## src/core/fstc_pkg.sv

```systemverilog
// Package for the floppy sector transfer sequencer: register map, fields, op codes, states
// Functional notes
// - Read-deleted works like sector read but targets deleted-mark data fields.
// - Wrong mark type sets control mark; skip 0 reads and stops, skip 1 skips.
// - Cylinder or sector number advances automatically as each sector completes.
// - Read-track starts at an index pulse and reads every data field regardless of numbering.
// - Read-track keeps going on ID or data CRC errors, flags reported at end.
// - Read-track sets the no-data flag when a sector ID differs from the command ID.
// - Read-track ends after the final-sector number of sectors have been read.
// - No ID mark by second index pulse: termination code 01, missing mark, end.
// - Multi-track off: sector plus one, or cylinder plus one and sector 01 at final.
// - Multi-track on at final: sector 01, head LSB flipped, cylinder up if head was 1.
// - Write loads head, waits load time, scans IDs, writes host bytes on match; the code waits at most one cycle, not the load time.
// - After each written sector the CRC is written, sector number advances, writing continues.
// - Terminal count, overrun or underrun while writing pads rest of field with zeros.
// - ID CRC error while writing: termination code 01, data error flag, end.
// - Write shares read capacity, no-data handling, head timing, result ID and length rules.
// - Write-deleted writes a deleted data mark instead of the normal mark.
// - Verify reads sectors and checks CRC but passes no bytes to the host.
// - Terminal count input does not end a verify command.
// - Verify with count enabled ends when the sector count reaches 0; 0 means 256.
// - Verify result valid only if final sector and count fit the formatted sectors.
// - Verify with multi-track continues on side 1 after side 0 runs out.
// - Size code 0 is 128 bytes; short length limits transfer, rest read or zero-padded.
`default_nettype none
package fstc_pkg;
  localparam logic [7:0] OFS_CTRL   = 8'h00;
  localparam logic [7:0] OFS_ADDR   = 8'h04;
  localparam logic [7:0] OFS_PARAM  = 8'h08;
  localparam logic [7:0] OFS_STATUS = 8'h0c;
  localparam logic [7:0] OFS_DATA   = 8'h10;
  // CTRL fields
  localparam int CTL_START = 0;
  localparam int CTL_OP    = 1;
  localparam int CTL_MT    = 4;
  localparam int CTL_SK    = 5;
  localparam int CTL_EC    = 6;
  localparam int CTL_UNLD  = 7;
  // Operation codes
  localparam logic [2:0] OP_RDAT = 3'h0;
  localparam logic [2:0] OP_RDEL = 3'h1;
  localparam logic [2:0] OP_RTRK = 3'h2;
  localparam logic [2:0] OP_WDAT = 3'h3;
  localparam logic [2:0] OP_WDEL = 3'h4;
  localparam logic [2:0] OP_VRFY = 3'h5;
  localparam logic [1:0] IC_NORM = 2'h0;
  localparam logic [1:0] IC_ABN  = 2'h1;
  localparam logic [7:0] SEC_FIRST = 8'h01;
  localparam logic [14:0] SIZE0_BYTES = 15'h0080;
  localparam logic [7:0] PARAM_RST = 8'h00;
  typedef enum logic [2:0] {
    S_IDLE = 3'h0, S_HEAD = 3'h1, S_IDX = 3'h2, S_SRCH = 3'h3, S_MARK = 3'h4, S_XFER = 3'h5
  } fstc_state_e;
endpackage
`default_nettype wire

```

## src/core/fstc_core.sv

```systemverilog
// Floppy sector transfer execution sequencer with APB register slave
`default_nettype none
module fstc_core (
  input  wire logic       pclk,
  input  wire logic       presetn,
  input  wire logic       psel,
  input  wire logic       penable,
  input  wire logic       pwrite,
  input  wire logic [7:0] paddr,
  input  wire logic [31:0] pwdata,
  output logic [31:0]     prdata,
  output logic            pready,
  output logic            pslverr,
  input  wire logic       terminal_count,
  input  wire logic       index_pulse_input,
  input  wire logic       id_valid,
  input  wire logic [31:0] id_chrn,
  input  wire logic       id_crc_ok,
  input  wire logic       dam_valid,
  input  wire logic       dam_deleted,
  input  wire logic       byte_slot,
  input  wire logic       field_end,
  input  wire logic       field_crc_ok,
  input  wire logic [7:0] rd_byte,
  output logic            head_load,
  output logic            wr_mark,
  output logic            wr_mark_deleted,
  output logic            wr_byte_valid,
  output logic [7:0]      wr_byte,
  output logic            wr_crc,
  output logic            busy,
  output logic            cmd_done
);
  fstc_pkg::fstc_state_e st_r, st_nxt;
  logic [2:0]  op_r, op_nxt;
  logic        mt_r, mt_nxt, sk_r, sk_nxt, ec_r, ec_nxt;
  logic [7:0]  c_r, c_nxt, h_r, h_nxt, r_r, r_nxt, n_r, n_nxt;
  logic [7:0]  eot_r, eot_nxt, dtl_r, dtl_nxt, spp_r, spp_nxt, hlt_r, hlt_nxt;
  logic [7:0]  hcnt_r, hcnt_nxt, trk_r, trk_nxt, hbuf_r, hbuf_nxt;
  logic [1:0]  idx_r, idx_nxt, ic_r, ic_nxt;
  logic [14:0] cnt_r, cnt_nxt;
  logic [8:0]  scnt_r, scnt_nxt;
  logic        seen_r, seen_nxt, send_r, send_nxt, cms_r, cms_nxt, tc_r, tc_nxt;
  logic        nd_r, nd_nxt, ma_r, ma_nxt, de_r, de_nxt, dd_r, dd_nxt, cm_r, cm_nxt;
  logic        inv_r, inv_nxt, ovr_r, ovr_nxt, unr_r, unr_nxt, hfull_r, hfull_nxt;
  logic        busy_r, busy_nxt, done_r, done_nxt, hld_r, hld_nxt;
  logic        wm_r, wm_nxt, wd_r, wd_nxt, wv_r, wv_nxt, wc_r, wc_nxt;
  logic [7:0]  wb_r, wb_nxt;
  logic        pready_r, pready_nxt, pslverr_r, pslverr_nxt;
  logic [31:0] prdata_r, prdata_nxt;
  logic        acc, bwr, brd, hit, rd_op, wr_op;
  logic [14:0] size, lim;
  logic [9:0]  remain;

  // Bus access completes on the edge where pready is seen high
  assign acc   = psel & penable & pready_r;
  assign bwr   = acc & pwrite;
  assign brd   = acc & ~pwrite;
  assign hit   = (paddr == fstc_pkg::OFS_CTRL) | (paddr == fstc_pkg::OFS_ADDR) | (paddr == fstc_pkg::OFS_PARAM) |
                 (paddr == fstc_pkg::OFS_STATUS) | (paddr == fstc_pkg::OFS_DATA);
  assign rd_op = (op_r == fstc_pkg::OP_RDAT) | (op_r == fstc_pkg::OP_RDEL) | (op_r == fstc_pkg::OP_VRFY);
  assign wr_op = (op_r == fstc_pkg::OP_WDAT) | (op_r == fstc_pkg::OP_WDEL);
  // Sector size and transfer limit; short length only applies to size code 0
  assign size  = fstc_pkg::SIZE0_BYTES << n_r[2:0];
  assign lim   = (n_r == 8'h00 && {7'h00, dtl_r} < fstc_pkg::SIZE0_BYTES) ? {7'h00, dtl_r} : size;
  // Formatted sectors left from the start sector, side 1 included under multi-track
  assign remain = {2'h0, spp_r} - {2'h0, r_r} + 10'h001 + ((mt_r && h_r[0] == 1'b0) ? {2'h0, spp_r} : 10'h000);

  // Sequencer next state
  always_comb begin
    logic fin, adv, stop, last;
    fin = 1'b0; adv = 1'b0; stop = 1'b0;
    last = (r_r == eot_r);
    st_nxt = st_r; op_nxt = op_r; mt_nxt = mt_r; sk_nxt = sk_r; ec_nxt = ec_r;
    c_nxt = c_r; h_nxt = h_r; r_nxt = r_r; n_nxt = n_r;
    eot_nxt = eot_r; dtl_nxt = dtl_r; spp_nxt = spp_r; hlt_nxt = hlt_r;
    hcnt_nxt = hcnt_r; trk_nxt = trk_r; hbuf_nxt = hbuf_r; idx_nxt = idx_r; ic_nxt = ic_r;
    cnt_nxt = cnt_r; scnt_nxt = scnt_r; seen_nxt = seen_r; send_nxt = send_r; cms_nxt = cms_r;
    tc_nxt = tc_r; nd_nxt = nd_r; ma_nxt = ma_r; de_nxt = de_r; dd_nxt = dd_r; cm_nxt = cm_r;
    inv_nxt = inv_r; ovr_nxt = ovr_r; unr_nxt = unr_r; hfull_nxt = hfull_r;
    busy_nxt = busy_r; hld_nxt = hld_r; wd_nxt = wd_r; wb_nxt = wb_r;
    done_nxt = 1'b0; wm_nxt = 1'b0; wv_nxt = 1'b0; wc_nxt = 1'b0;
    // Host data register: a bus read pops, a bus write fills
    if (brd && paddr == fstc_pkg::OFS_DATA) hfull_nxt = 1'b0;
    if (bwr && paddr == fstc_pkg::OFS_DATA) begin
      hbuf_nxt = pwdata[7:0];
      hfull_nxt = 1'b1;
    end
    // Host end of transfer is latched; verify has no host transfer so the pin is ignored
    if (busy_r && terminal_count && op_r != fstc_pkg::OP_VRFY) tc_nxt = 1'b1;
    if (!busy_r && bwr) begin
      unique case (paddr)
        fstc_pkg::OFS_ADDR: begin
          c_nxt = pwdata[7:0]; h_nxt = pwdata[15:8]; r_nxt = pwdata[23:16]; n_nxt = pwdata[31:24];
        end
        fstc_pkg::OFS_PARAM: begin
          eot_nxt = pwdata[7:0]; dtl_nxt = pwdata[15:8]; spp_nxt = pwdata[23:16]; hlt_nxt = pwdata[31:24];
        end
        fstc_pkg::OFS_CTRL: begin
          if (pwdata[fstc_pkg::CTL_UNLD]) hld_nxt = 1'b0;
          if (pwdata[fstc_pkg::CTL_START]) begin
            op_nxt = pwdata[fstc_pkg::CTL_OP +: 3]; mt_nxt = pwdata[fstc_pkg::CTL_MT];
            sk_nxt = pwdata[fstc_pkg::CTL_SK]; ec_nxt = pwdata[fstc_pkg::CTL_EC];
            busy_nxt = 1'b1; st_nxt = fstc_pkg::S_HEAD; hcnt_nxt = 8'h00;
            {nd_nxt, ma_nxt, de_nxt, dd_nxt, cm_nxt, inv_nxt, ovr_nxt, unr_nxt, tc_nxt} = 9'h000;
            ic_nxt = fstc_pkg::IC_NORM; idx_nxt = 2'h0; seen_nxt = 1'b0; trk_nxt = 8'h00;
            scnt_nxt = {dtl_r == 8'h00, dtl_r};
          end
        end
        default: ;
      endcase
    end
    unique case (st_r)
      fstc_pkg::S_IDLE: ;
      // Head load wait: none when the head is still loaded, else at most one cycle, as head_load rises on entry whatever hlt_r holds
      fstc_pkg::S_HEAD: begin
        hld_nxt = 1'b1;
        hcnt_nxt = hcnt_r + 8'h01;
        if (hld_r || hcnt_r >= hlt_r) begin
          if (op_r == fstc_pkg::OP_VRFY &&
              (eot_r > spp_r || (ec_r && {1'b0, scnt_r} > remain))) begin
            inv_nxt = 1'b1; ic_nxt = fstc_pkg::IC_ABN; stop = 1'b1;
          end else begin
            st_nxt = (op_r == fstc_pkg::OP_RTRK) ? fstc_pkg::S_IDX : fstc_pkg::S_SRCH;
          end
        end
      end
      fstc_pkg::S_IDX: if (index_pulse_input) st_nxt = fstc_pkg::S_SRCH;
      // ID scan with two-revolution timeout
      fstc_pkg::S_SRCH: begin
        if (index_pulse_input) begin
          idx_nxt = idx_r + 2'h1;
          if (idx_r == 2'h1 && (op_r != fstc_pkg::OP_RTRK || !seen_r)) begin
            ic_nxt = fstc_pkg::IC_ABN; stop = 1'b1;
            if (seen_r) nd_nxt = 1'b1;
            else ma_nxt = 1'b1;
          end
        end else if (id_valid) begin
          seen_nxt = 1'b1;
          cnt_nxt = 15'h0000; cms_nxt = 1'b0;
          send_nxt = (op_r != fstc_pkg::OP_VRFY) && !tc_r;
          if (op_r == fstc_pkg::OP_RTRK) begin
            if (!id_crc_ok) begin de_nxt = 1'b1; dd_nxt = 1'b1; end
            if (id_chrn != {n_r, r_r, h_r, c_r}) nd_nxt = 1'b1;
            st_nxt = fstc_pkg::S_MARK;
          end else if (!id_crc_ok) begin
            ic_nxt = fstc_pkg::IC_ABN; de_nxt = 1'b1; stop = 1'b1;
            if (rd_op) dd_nxt = 1'b1;
          end else if (id_chrn == {n_r, r_r, h_r, c_r}) begin
            idx_nxt = 2'h0;
            if (wr_op) begin
              wm_nxt = 1'b1; wd_nxt = (op_r == fstc_pkg::OP_WDEL);
              st_nxt = fstc_pkg::S_XFER;
            end else st_nxt = fstc_pkg::S_MARK;
          end
        end
      end
      // Data mark type decides read, skip or last sector
      fstc_pkg::S_MARK: if (dam_valid) begin
        st_nxt = fstc_pkg::S_XFER;
        if (op_r != fstc_pkg::OP_RTRK && dam_deleted != (op_r == fstc_pkg::OP_RDEL)) begin
          cm_nxt = 1'b1;
          if (sk_r) begin
            fin = 1'b1; adv = 1'b1;
          end else cms_nxt = 1'b1;
        end
      end
      fstc_pkg::S_XFER: begin
        if (wr_op && byte_slot) begin
          cnt_nxt = cnt_r + 15'h0001;
          wv_nxt = 1'b1; wb_nxt = 8'h00;
          if (cnt_r < lim && !tc_r) begin
            if (hfull_r) begin
              // A host byte landing in this same cycle stays pending
              wb_nxt = hbuf_r; hfull_nxt = bwr && paddr == fstc_pkg::OFS_DATA;
            end else begin
              unr_nxt = 1'b1; tc_nxt = 1'b1;
            end
          end
          if (cnt_r == size - 15'h0001) begin
            wc_nxt = 1'b1; fin = 1'b1; adv = 1'b1;
          end
        end else if (!wr_op && byte_slot) begin
          cnt_nxt = cnt_r + 15'h0001;
          if (send_r && !tc_r && cnt_r < lim) begin
            if (hfull_nxt) begin
              ovr_nxt = 1'b1; tc_nxt = 1'b1;
            end else begin
              hbuf_nxt = rd_byte; hfull_nxt = 1'b1;
            end
          end
        end else if (!wr_op && field_end) begin
          fin = 1'b1; adv = !cms_r;
          if (!field_crc_ok) begin
            de_nxt = 1'b1;
            if (op_r != fstc_pkg::OP_RTRK) begin ic_nxt = fstc_pkg::IC_ABN; stop = 1'b1; adv = 1'b0; end
          end
          if (cms_r) stop = 1'b1;
        end
      end
      default: stop = 1'b1;
    endcase
    // Sector completion: address update per result table and end conditions
    if (fin) begin
      st_nxt = fstc_pkg::S_SRCH; idx_nxt = 2'h0;
      if (op_r == fstc_pkg::OP_RTRK) begin
        trk_nxt = trk_r + 8'h01;
        if (trk_r + 8'h01 == eot_r) stop = 1'b1;
        adv = 1'b0;
      end
      if (op_r == fstc_pkg::OP_VRFY && ec_r) begin
        scnt_nxt = scnt_r - 9'h001;
        if (scnt_r == 9'h001) stop = 1'b1;
      end
      if (tc_r || tc_nxt) stop = 1'b1;
      if (adv) begin
        if (!last) r_nxt = r_r + 8'h01;
        else begin
          r_nxt = fstc_pkg::SEC_FIRST;
          if (!mt_r) begin
            c_nxt = c_r + 8'h01; stop = 1'b1;
          end else begin
            h_nxt = {h_r[7:1], ~h_r[0]};
            if (h_r[0]) begin c_nxt = c_r + 8'h01; stop = 1'b1; end
          end
        end
      end
    end
    if (stop) begin
      st_nxt = fstc_pkg::S_IDLE; busy_nxt = 1'b0; done_nxt = 1'b1;
    end
  end

  // Sequencer registers
  always_ff @(posedge pclk or negedge presetn) begin
    if (!presetn) begin
      st_r <= fstc_pkg::S_IDLE; op_r <= fstc_pkg::OP_RDAT; mt_r <= 1'b0; sk_r <= 1'b0; ec_r <= 1'b0;
      c_r <= fstc_pkg::PARAM_RST; h_r <= fstc_pkg::PARAM_RST; r_r <= fstc_pkg::PARAM_RST; n_r <= fstc_pkg::PARAM_RST;
      eot_r <= fstc_pkg::PARAM_RST; dtl_r <= fstc_pkg::PARAM_RST; spp_r <= fstc_pkg::PARAM_RST;
      hlt_r <= fstc_pkg::PARAM_RST; hcnt_r <= 8'h00; trk_r <= 8'h00; hbuf_r <= 8'h00;
      idx_r <= 2'h0; ic_r <= fstc_pkg::IC_NORM; cnt_r <= 15'h0000; scnt_r <= 9'h000;
      seen_r <= 1'b0; send_r <= 1'b0; cms_r <= 1'b0; tc_r <= 1'b0;
      nd_r <= 1'b0; ma_r <= 1'b0; de_r <= 1'b0; dd_r <= 1'b0; cm_r <= 1'b0;
      inv_r <= 1'b0; ovr_r <= 1'b0; unr_r <= 1'b0; hfull_r <= 1'b0;
      busy_r <= 1'b0; done_r <= 1'b0; hld_r <= 1'b0;
      wm_r <= 1'b0; wd_r <= 1'b0; wv_r <= 1'b0; wb_r <= 8'h00; wc_r <= 1'b0;
    end else begin
      st_r <= st_nxt; op_r <= op_nxt; mt_r <= mt_nxt; sk_r <= sk_nxt; ec_r <= ec_nxt;
      c_r <= c_nxt; h_r <= h_nxt; r_r <= r_nxt; n_r <= n_nxt;
      eot_r <= eot_nxt; dtl_r <= dtl_nxt; spp_r <= spp_nxt; hlt_r <= hlt_nxt;
      hcnt_r <= hcnt_nxt; trk_r <= trk_nxt; hbuf_r <= hbuf_nxt;
      idx_r <= idx_nxt; ic_r <= ic_nxt; cnt_r <= cnt_nxt; scnt_r <= scnt_nxt;
      seen_r <= seen_nxt; send_r <= send_nxt; cms_r <= cms_nxt; tc_r <= tc_nxt;
      nd_r <= nd_nxt; ma_r <= ma_nxt; de_r <= de_nxt; dd_r <= dd_nxt; cm_r <= cm_nxt;
      inv_r <= inv_nxt; ovr_r <= ovr_nxt; unr_r <= unr_nxt; hfull_r <= hfull_nxt;
      busy_r <= busy_nxt; done_r <= done_nxt; hld_r <= hld_nxt;
      wm_r <= wm_nxt; wd_r <= wd_nxt; wv_r <= wv_nxt; wb_r <= wb_nxt; wc_r <= wc_nxt;
    end
  end

  // APB answer: one wait state so read data comes from a flop
  always_comb begin
    pready_nxt = psel & penable & ~pready_r;
    pslverr_nxt = pready_nxt & ~hit;
    prdata_nxt = 32'h0000_0000;
    if (pready_nxt && !pwrite) begin
      unique case (paddr)
        fstc_pkg::OFS_CTRL:   prdata_nxt = {25'h0, ec_r, sk_r, mt_r, op_r, 1'b0};
        fstc_pkg::OFS_ADDR:   prdata_nxt = {n_r, r_r, h_r, c_r};
        fstc_pkg::OFS_PARAM:  prdata_nxt = {hlt_r, spp_r, dtl_r, eot_r};
        fstc_pkg::OFS_STATUS: prdata_nxt = {20'h0, hfull_r, unr_r, ovr_r, inv_r, cm_r, dd_r, de_r, ma_r, nd_r,
                                            ic_r, busy_r};
        fstc_pkg::OFS_DATA:   prdata_nxt = {24'h0, hbuf_r};
        default:              prdata_nxt = 32'h0000_0000;
      endcase
    end
  end

  // APB registers
  always_ff @(posedge pclk or negedge presetn) begin
    if (!presetn) begin
      pready_r <= 1'b0; pslverr_r <= 1'b0; prdata_r <= 32'h0000_0000;
    end else begin
      pready_r <= pready_nxt; pslverr_r <= pslverr_nxt; prdata_r <= prdata_nxt;
    end
  end

  assign prdata = prdata_r;
  assign pready = pready_r;
  assign pslverr = pslverr_r;
  assign head_load = hld_r;
  assign wr_mark = wm_r;
  assign wr_mark_deleted = wd_r;
  assign wr_byte_valid = wv_r;
  assign wr_byte = wb_r;
  assign wr_crc = wc_r;
  assign busy = busy_r;
  assign cmd_done = done_r;
endmodule // fstc_core
`default_nettype wire

```

## config.mk

```make
export PLATFORM = sky130hd
export DESIGN_NAME = fstc_core
export DESIGN_NICKNAME = d
export VERILOG_FILES = /design/src/core/fstc_pkg.sv /design/src/core/fstc_core.sv
export SDC_FILE = /design/constraint.sdc
export NUM_CORES = 1
export LEC_CHECK = 0
export ABC_AREA = 1
export ABC_CLOCK_PERIOD_IN_PS = 3700
export BUFFER_PORTS_ARGS = -buffer_cell sky130_fd_sc_hd__buf_2
export CAP_MARGIN = 25
export CORE_UTILIZATION = 38
export CTS_CLUSTER_DIAMETER = 40
export CTS_CLUSTER_SIZE = 20
export DETAILED_ROUTE_END_ITERATION = 8
export GPL_ROUTABILITY_DRIVEN = 0
export SYNTH_ARGS = -nofsm -noshare
export SYNTH_HDL_FRONTEND = slang
export SYNTH_SLANG_ARGS = --single-unit
export TNS_END_PERCENT = 10
```

## constraint.sdc

```tcl
create_clock -name pclk -period 3.7 [get_ports pclk]
set_input_delay 0.185 -clock pclk [delete_from_list [all_inputs] [get_ports pclk]]
set_output_delay 0.185 -clock pclk [all_outputs]
set_load 0.05 [all_outputs]
```

==> results.md <==
- The flow ran to the end, but the final reports show violations.
- The final reports fail on setup timing.
- The switching power share of the total is just over 30%.
- In this run, the combinational gates consume approximately 16% of the power.
- The type of the worst setup path is reg2reg.
- Data arrives at the worst endpoint at just over 4000 ps.
- During synthesis, Yosys emitted a total of 0 warnings.
- After synthesis, the share of cell area in mux cells is 0.5375%.
- The transition at the pin with the smallest max-transition slack is about 930 ps.
- The final route contains approximately 11,000 vias.
- The CTS buffer count is 17.
- For this block, the routed nets add up to about 36,000 um of wire.
- The area share of fa/ha/maj cells after synthesis is 7.116%.
- The area inside the core boundary is roughly 0.030 mm^2.
- In the final routed layout, each cell accounts on average for roughly 17 um.
- TritonCTS built the clock tree.
- A synthesized cell averages approximately 7.6 um^2.
- The main combinational cell family by area after synthesis is simple AND/OR/NAND/NOR gates.
- Cells fill approximately 46% of the core in the end.
- Excluding fillers, the count of instances in the completed layout stands at 2,097.
- The most numerous cell type found on the critical path is nand2_1.
- The net switching power is 1463 uW.
- The tool flagged a number of max-cap violations equal to 0.
- Setup repair after global routing could not meet its margin everywhere.
- The number of placed instances, taps included, is just over 2,000.
- The number of slew-limit violations in the final report is 0.
- The slack of the critical path is -40.74 ps.
- The tree is rooted in a clkbuf_16.
- The maximum number of pins on one net before global-route repair is between 100 and 150.
- The gate count of the mapped netlist is 1,523.
- The simple-gate share of the synthesized area is 25.68%.
- The critical path startpoint category is a flip-flop.
- The first global-routing pass estimated ~56,000 um of wire.
- The synthesized netlist devotes around 4.4% of its cell area to XOR and XNOR gates.
- IR analysis of the VDD net gives a maximum drop of between 0.3 and 0.4 mV.
- The fraction of final layout cells with drive strength greater than 1 is about 17%.
- For this run, the register share of the synthesized area comes to around 40%.
- The post-synthesis cell type count is between 50 and 60.
- Across the routed clock network, the largest skew measured is around 10 ps.
- The compound-gate portion of the synthesized area is 14.26%.
- The width of the die is approximately 180 um.
- The floorplan step defined a die boundary enclosing approximately 0.031 mm^2.
- The share of total power in sequential cells is between 40% and 50%.
- The post-detailed-route DRC marker count is 0.
- On the critical path, the stage with the largest delay is an instance of dfrtp_1.
- In this run the tool buffered the top-level ports with 142 buffer cells.
- The most used flip-flop cell after synthesis is dfrtp_1.
- Global routing finished with a remaining overflow of 0.
- The fraction of registers with async set/reset is 100.0%.
- The via count of the first global-routing pass is 10,470.
- The number of enable flip-flop cells after synthesis is 0.
- The number of levels the H-tree was split into is 4.
- The worst hold path belongs to the class in2reg.
- The die is between 150 and 200 um tall.
- The area growth from synthesis to layout is 17.99%.
- Setup total negative slack on the finished layout was measured at -78.48 ps.
- The clock passes through at most 2 buffers.
- The worst pin sits at a relative slew slack of 38.24%.
- The final hold violation count is 0.
- The timing-limited maximum frequency is 267.3 MHz.
- In this run, the number of DRC markers left after iteration 0 of detailed routing was approximately 960.
- The final antenna-violating net count is 0.
- The total power per unit cell area is between 300 and 400 mW/mm^2.
- In the global route stage, overall resource usage came out at 23.49%.
- The number of nets in the final layout is 1,853.
- The longest individual stage delay on the worst path is around 420 ps.
- Once the floorplan was initialized, standard cells occupied ~39% of the core.
- The number of antenna violations at the first check in global routing is 0.
- For this design, the sink count on the clock tree is 187.
- Along the worst path, the maximum fanout reaches 4.
- The number of diodes is 0.
- The area of the mapped netlist is 0.01164 mm^2.
- The number of endpoints failing setup at the final stage is 3.
- Summing internal, switching and leakage power gives between 4000 and 5000 uW.
- The cell type with the largest total area after synthesis is dfrtp_1.
- Cell internal power was estimated by the tool at 3320 uW.
- The post-synthesis net count is about 1,700.
- The clock period minus worst slack is between 3000 and 4000 ps.
- The clock input transition at the sequential cells of the worst setup and hold paths is 70 ps.
- In this run the static leakage power is about 0.0067 uW.
- The tightest hold path in the finished design has a slack of between 4 and 5 ps.
- The first TritonRoute pass finished after 5 iterations.
- The HPWL after detailed placement is 27,030 um.
- By area the synthesized netlist is led by dfrtp_1 (40%), nand2_1 (11%), ha_1 (6.8%), inv_1 (5.5%), o21ai_0 (4.9%).
- The endpoint type of the worst setup path is a flip-flop.
- The flop and latch count out of synthesis is between 150 and 200.
- The top-level I/O count is about 140.
- The register-to-register setup slack is -40 ps.
- The post-detailed-route via-to-cell ratio is slightly above 5.
- The number of placement rows is 63.
- STA puts the critical path data required time at approximately 4000 ps.
- The area fraction of the dominant cell type after synthesis is approximately two fifths.
- The clock network power share is 37.5%.
- The final worst-path cycle share is 101.1%.
- The clock latency of the later-clocked register in the worst-skew pair is approximately 450 ps.
power by group through the flow:
stage	registers (uW)	logic (uW)	clock network [uW]
2_1_floorplan	2260	474	0
3_3_place_gp	2280	707	0
3_5_place_dp	2280	724	0
4_1_cts	2240	740	1820
5_1_grt	2260	844	1900
6_report	2250	744	1790
area by class of cell:
class	instances	area, um^2
fillers	2965	16140
multi-input cells	1104	6137
flip-flops and latches	187	4679
repair buffers	194	1159
inverters	190	718.2
well taps	390	488.0
clock buffers	19	442.9
clock inverters	13	110.1
per-layer routing:
layer,track usage [%],wire [um]
met5,0,0
met4,9.159,1010
met3,3.093,1656
met2,38.13,16970
met1,31.62,16420
synth_stat cells (4+ instances only):
cell type / n
o22ai_1: 9
inv_2: 15
nand3b_1: 6
nor2_4: 5
ha_1: 63
nand2_2: 11
o21ai_1: 8
mux2i_1: 4
nand3_1: 79
xor2_1: 42
a22oi_1: 11
o21ai_0: 113
o31ai_1: 5
a21oi_1: 88
a211oi_1: 5
or2_2: 8
xnor2_1: 16
o211ai_1: 9
buf_2: 11
dfrtp_1: 187
nor3_1: 26
o21ai_2: 4
a41oi_1: 5
nor2_1: 144
nor2_2: 5
clkbuf_1: 25
inv_1: 170
a31oi_1: 17
nand4_1: 19
nand2_1: 356
nor4_1: 10
state kept, by name (all words and copies together), names as in the netlist, 3 cells and up:
| signal | count |
|---|---|
| hcnt_r | 8 |
| dtl_r | 8 |
| wr_byte | 8 |
| cnt_r | 15 |
| trk_r | 8 |
| op_r | 3 |
| hlt_r | 8 |
| hbuf_r | 8 |
| st_r | 3 |
| eot_r | 8 |
| h_r | 8 |
| c_r | 8 |
| prdata | 32 |
| scnt_r | 9 |
| spp_r | 8 |
| n_r | 8 |
| r_r | 8 |
critical path, delay by kind of cell (launching register included):
family                     cells  cell delay, ps
buffers and inverters          2             220
adders and majority gates      3            1050
xor gates and xnor gates       2             320
DFF                            1             420
and+or+nand+nor               13            1010
AOI/OAI and AO/OA              5             640
through the flow:
stage          setup slack, ps  instance area [um^2]
6_report                -40.74                 13730
5_1_grt                 -273.6                 13730
4_1_cts                 0.5924                 13680
3_5_place_dp            -171.2                 12920
3_3_place_gp            -90.91                 12920
2_1_floorplan            37.94                 11640
cells in the final DEF, fill, tap and decap left out, types with 19 or more instances in the layout:
cell type  count
inv_1        168
nor3_1        26
ha_1          61
dfrtp_1      187
nand3_1       79
a21oi_1       79
o21ai_0      108
nand4_1       19
buf_4         37
nand2_1      353
nor2_1       143
buf_2        141
xor2_1        42
worst paths after layout:
path                             startpoint  cells after the start               endpoint
min reg2reg                seen_r$_DFF_PN0_                      1         ma_r$_DFF_PN0_
max reg2reg                r_r[1]$_DFF_PN0_                     25       busy$_DFFE_PN0P_
min in group asynchronous           presetn                      2  cnt_r[10]$_DFFE_PN0P_
min                              pwdata[14]                      3     h_r[6]$_DFFE_PN0P_
max in group asynchronous           presetn                      3   prdata[18]$_DFF_PN0_
max                        r_r[1]$_DFF_PN0_                     25       busy$_DFFE_PN0P_
timing repair:
action                                 in CTS  in global routing
endpoints found under the hold margin     118                  0
hold buffers                               13                  0
gates resized for setup                    18                 11
setup buffers                               2                  3
pin swaps                                  12                 15
setup endpoints to repair                   7                  8
cells by family after synthesis:
kind of cell    count (synthesis)
flops                         187
compound gates                291
xor+xnor                       58
fa+ha+maj                      65
simple gates                  684
mux                             6
buf+inv                       232
(Power assumes the default switching activity.)
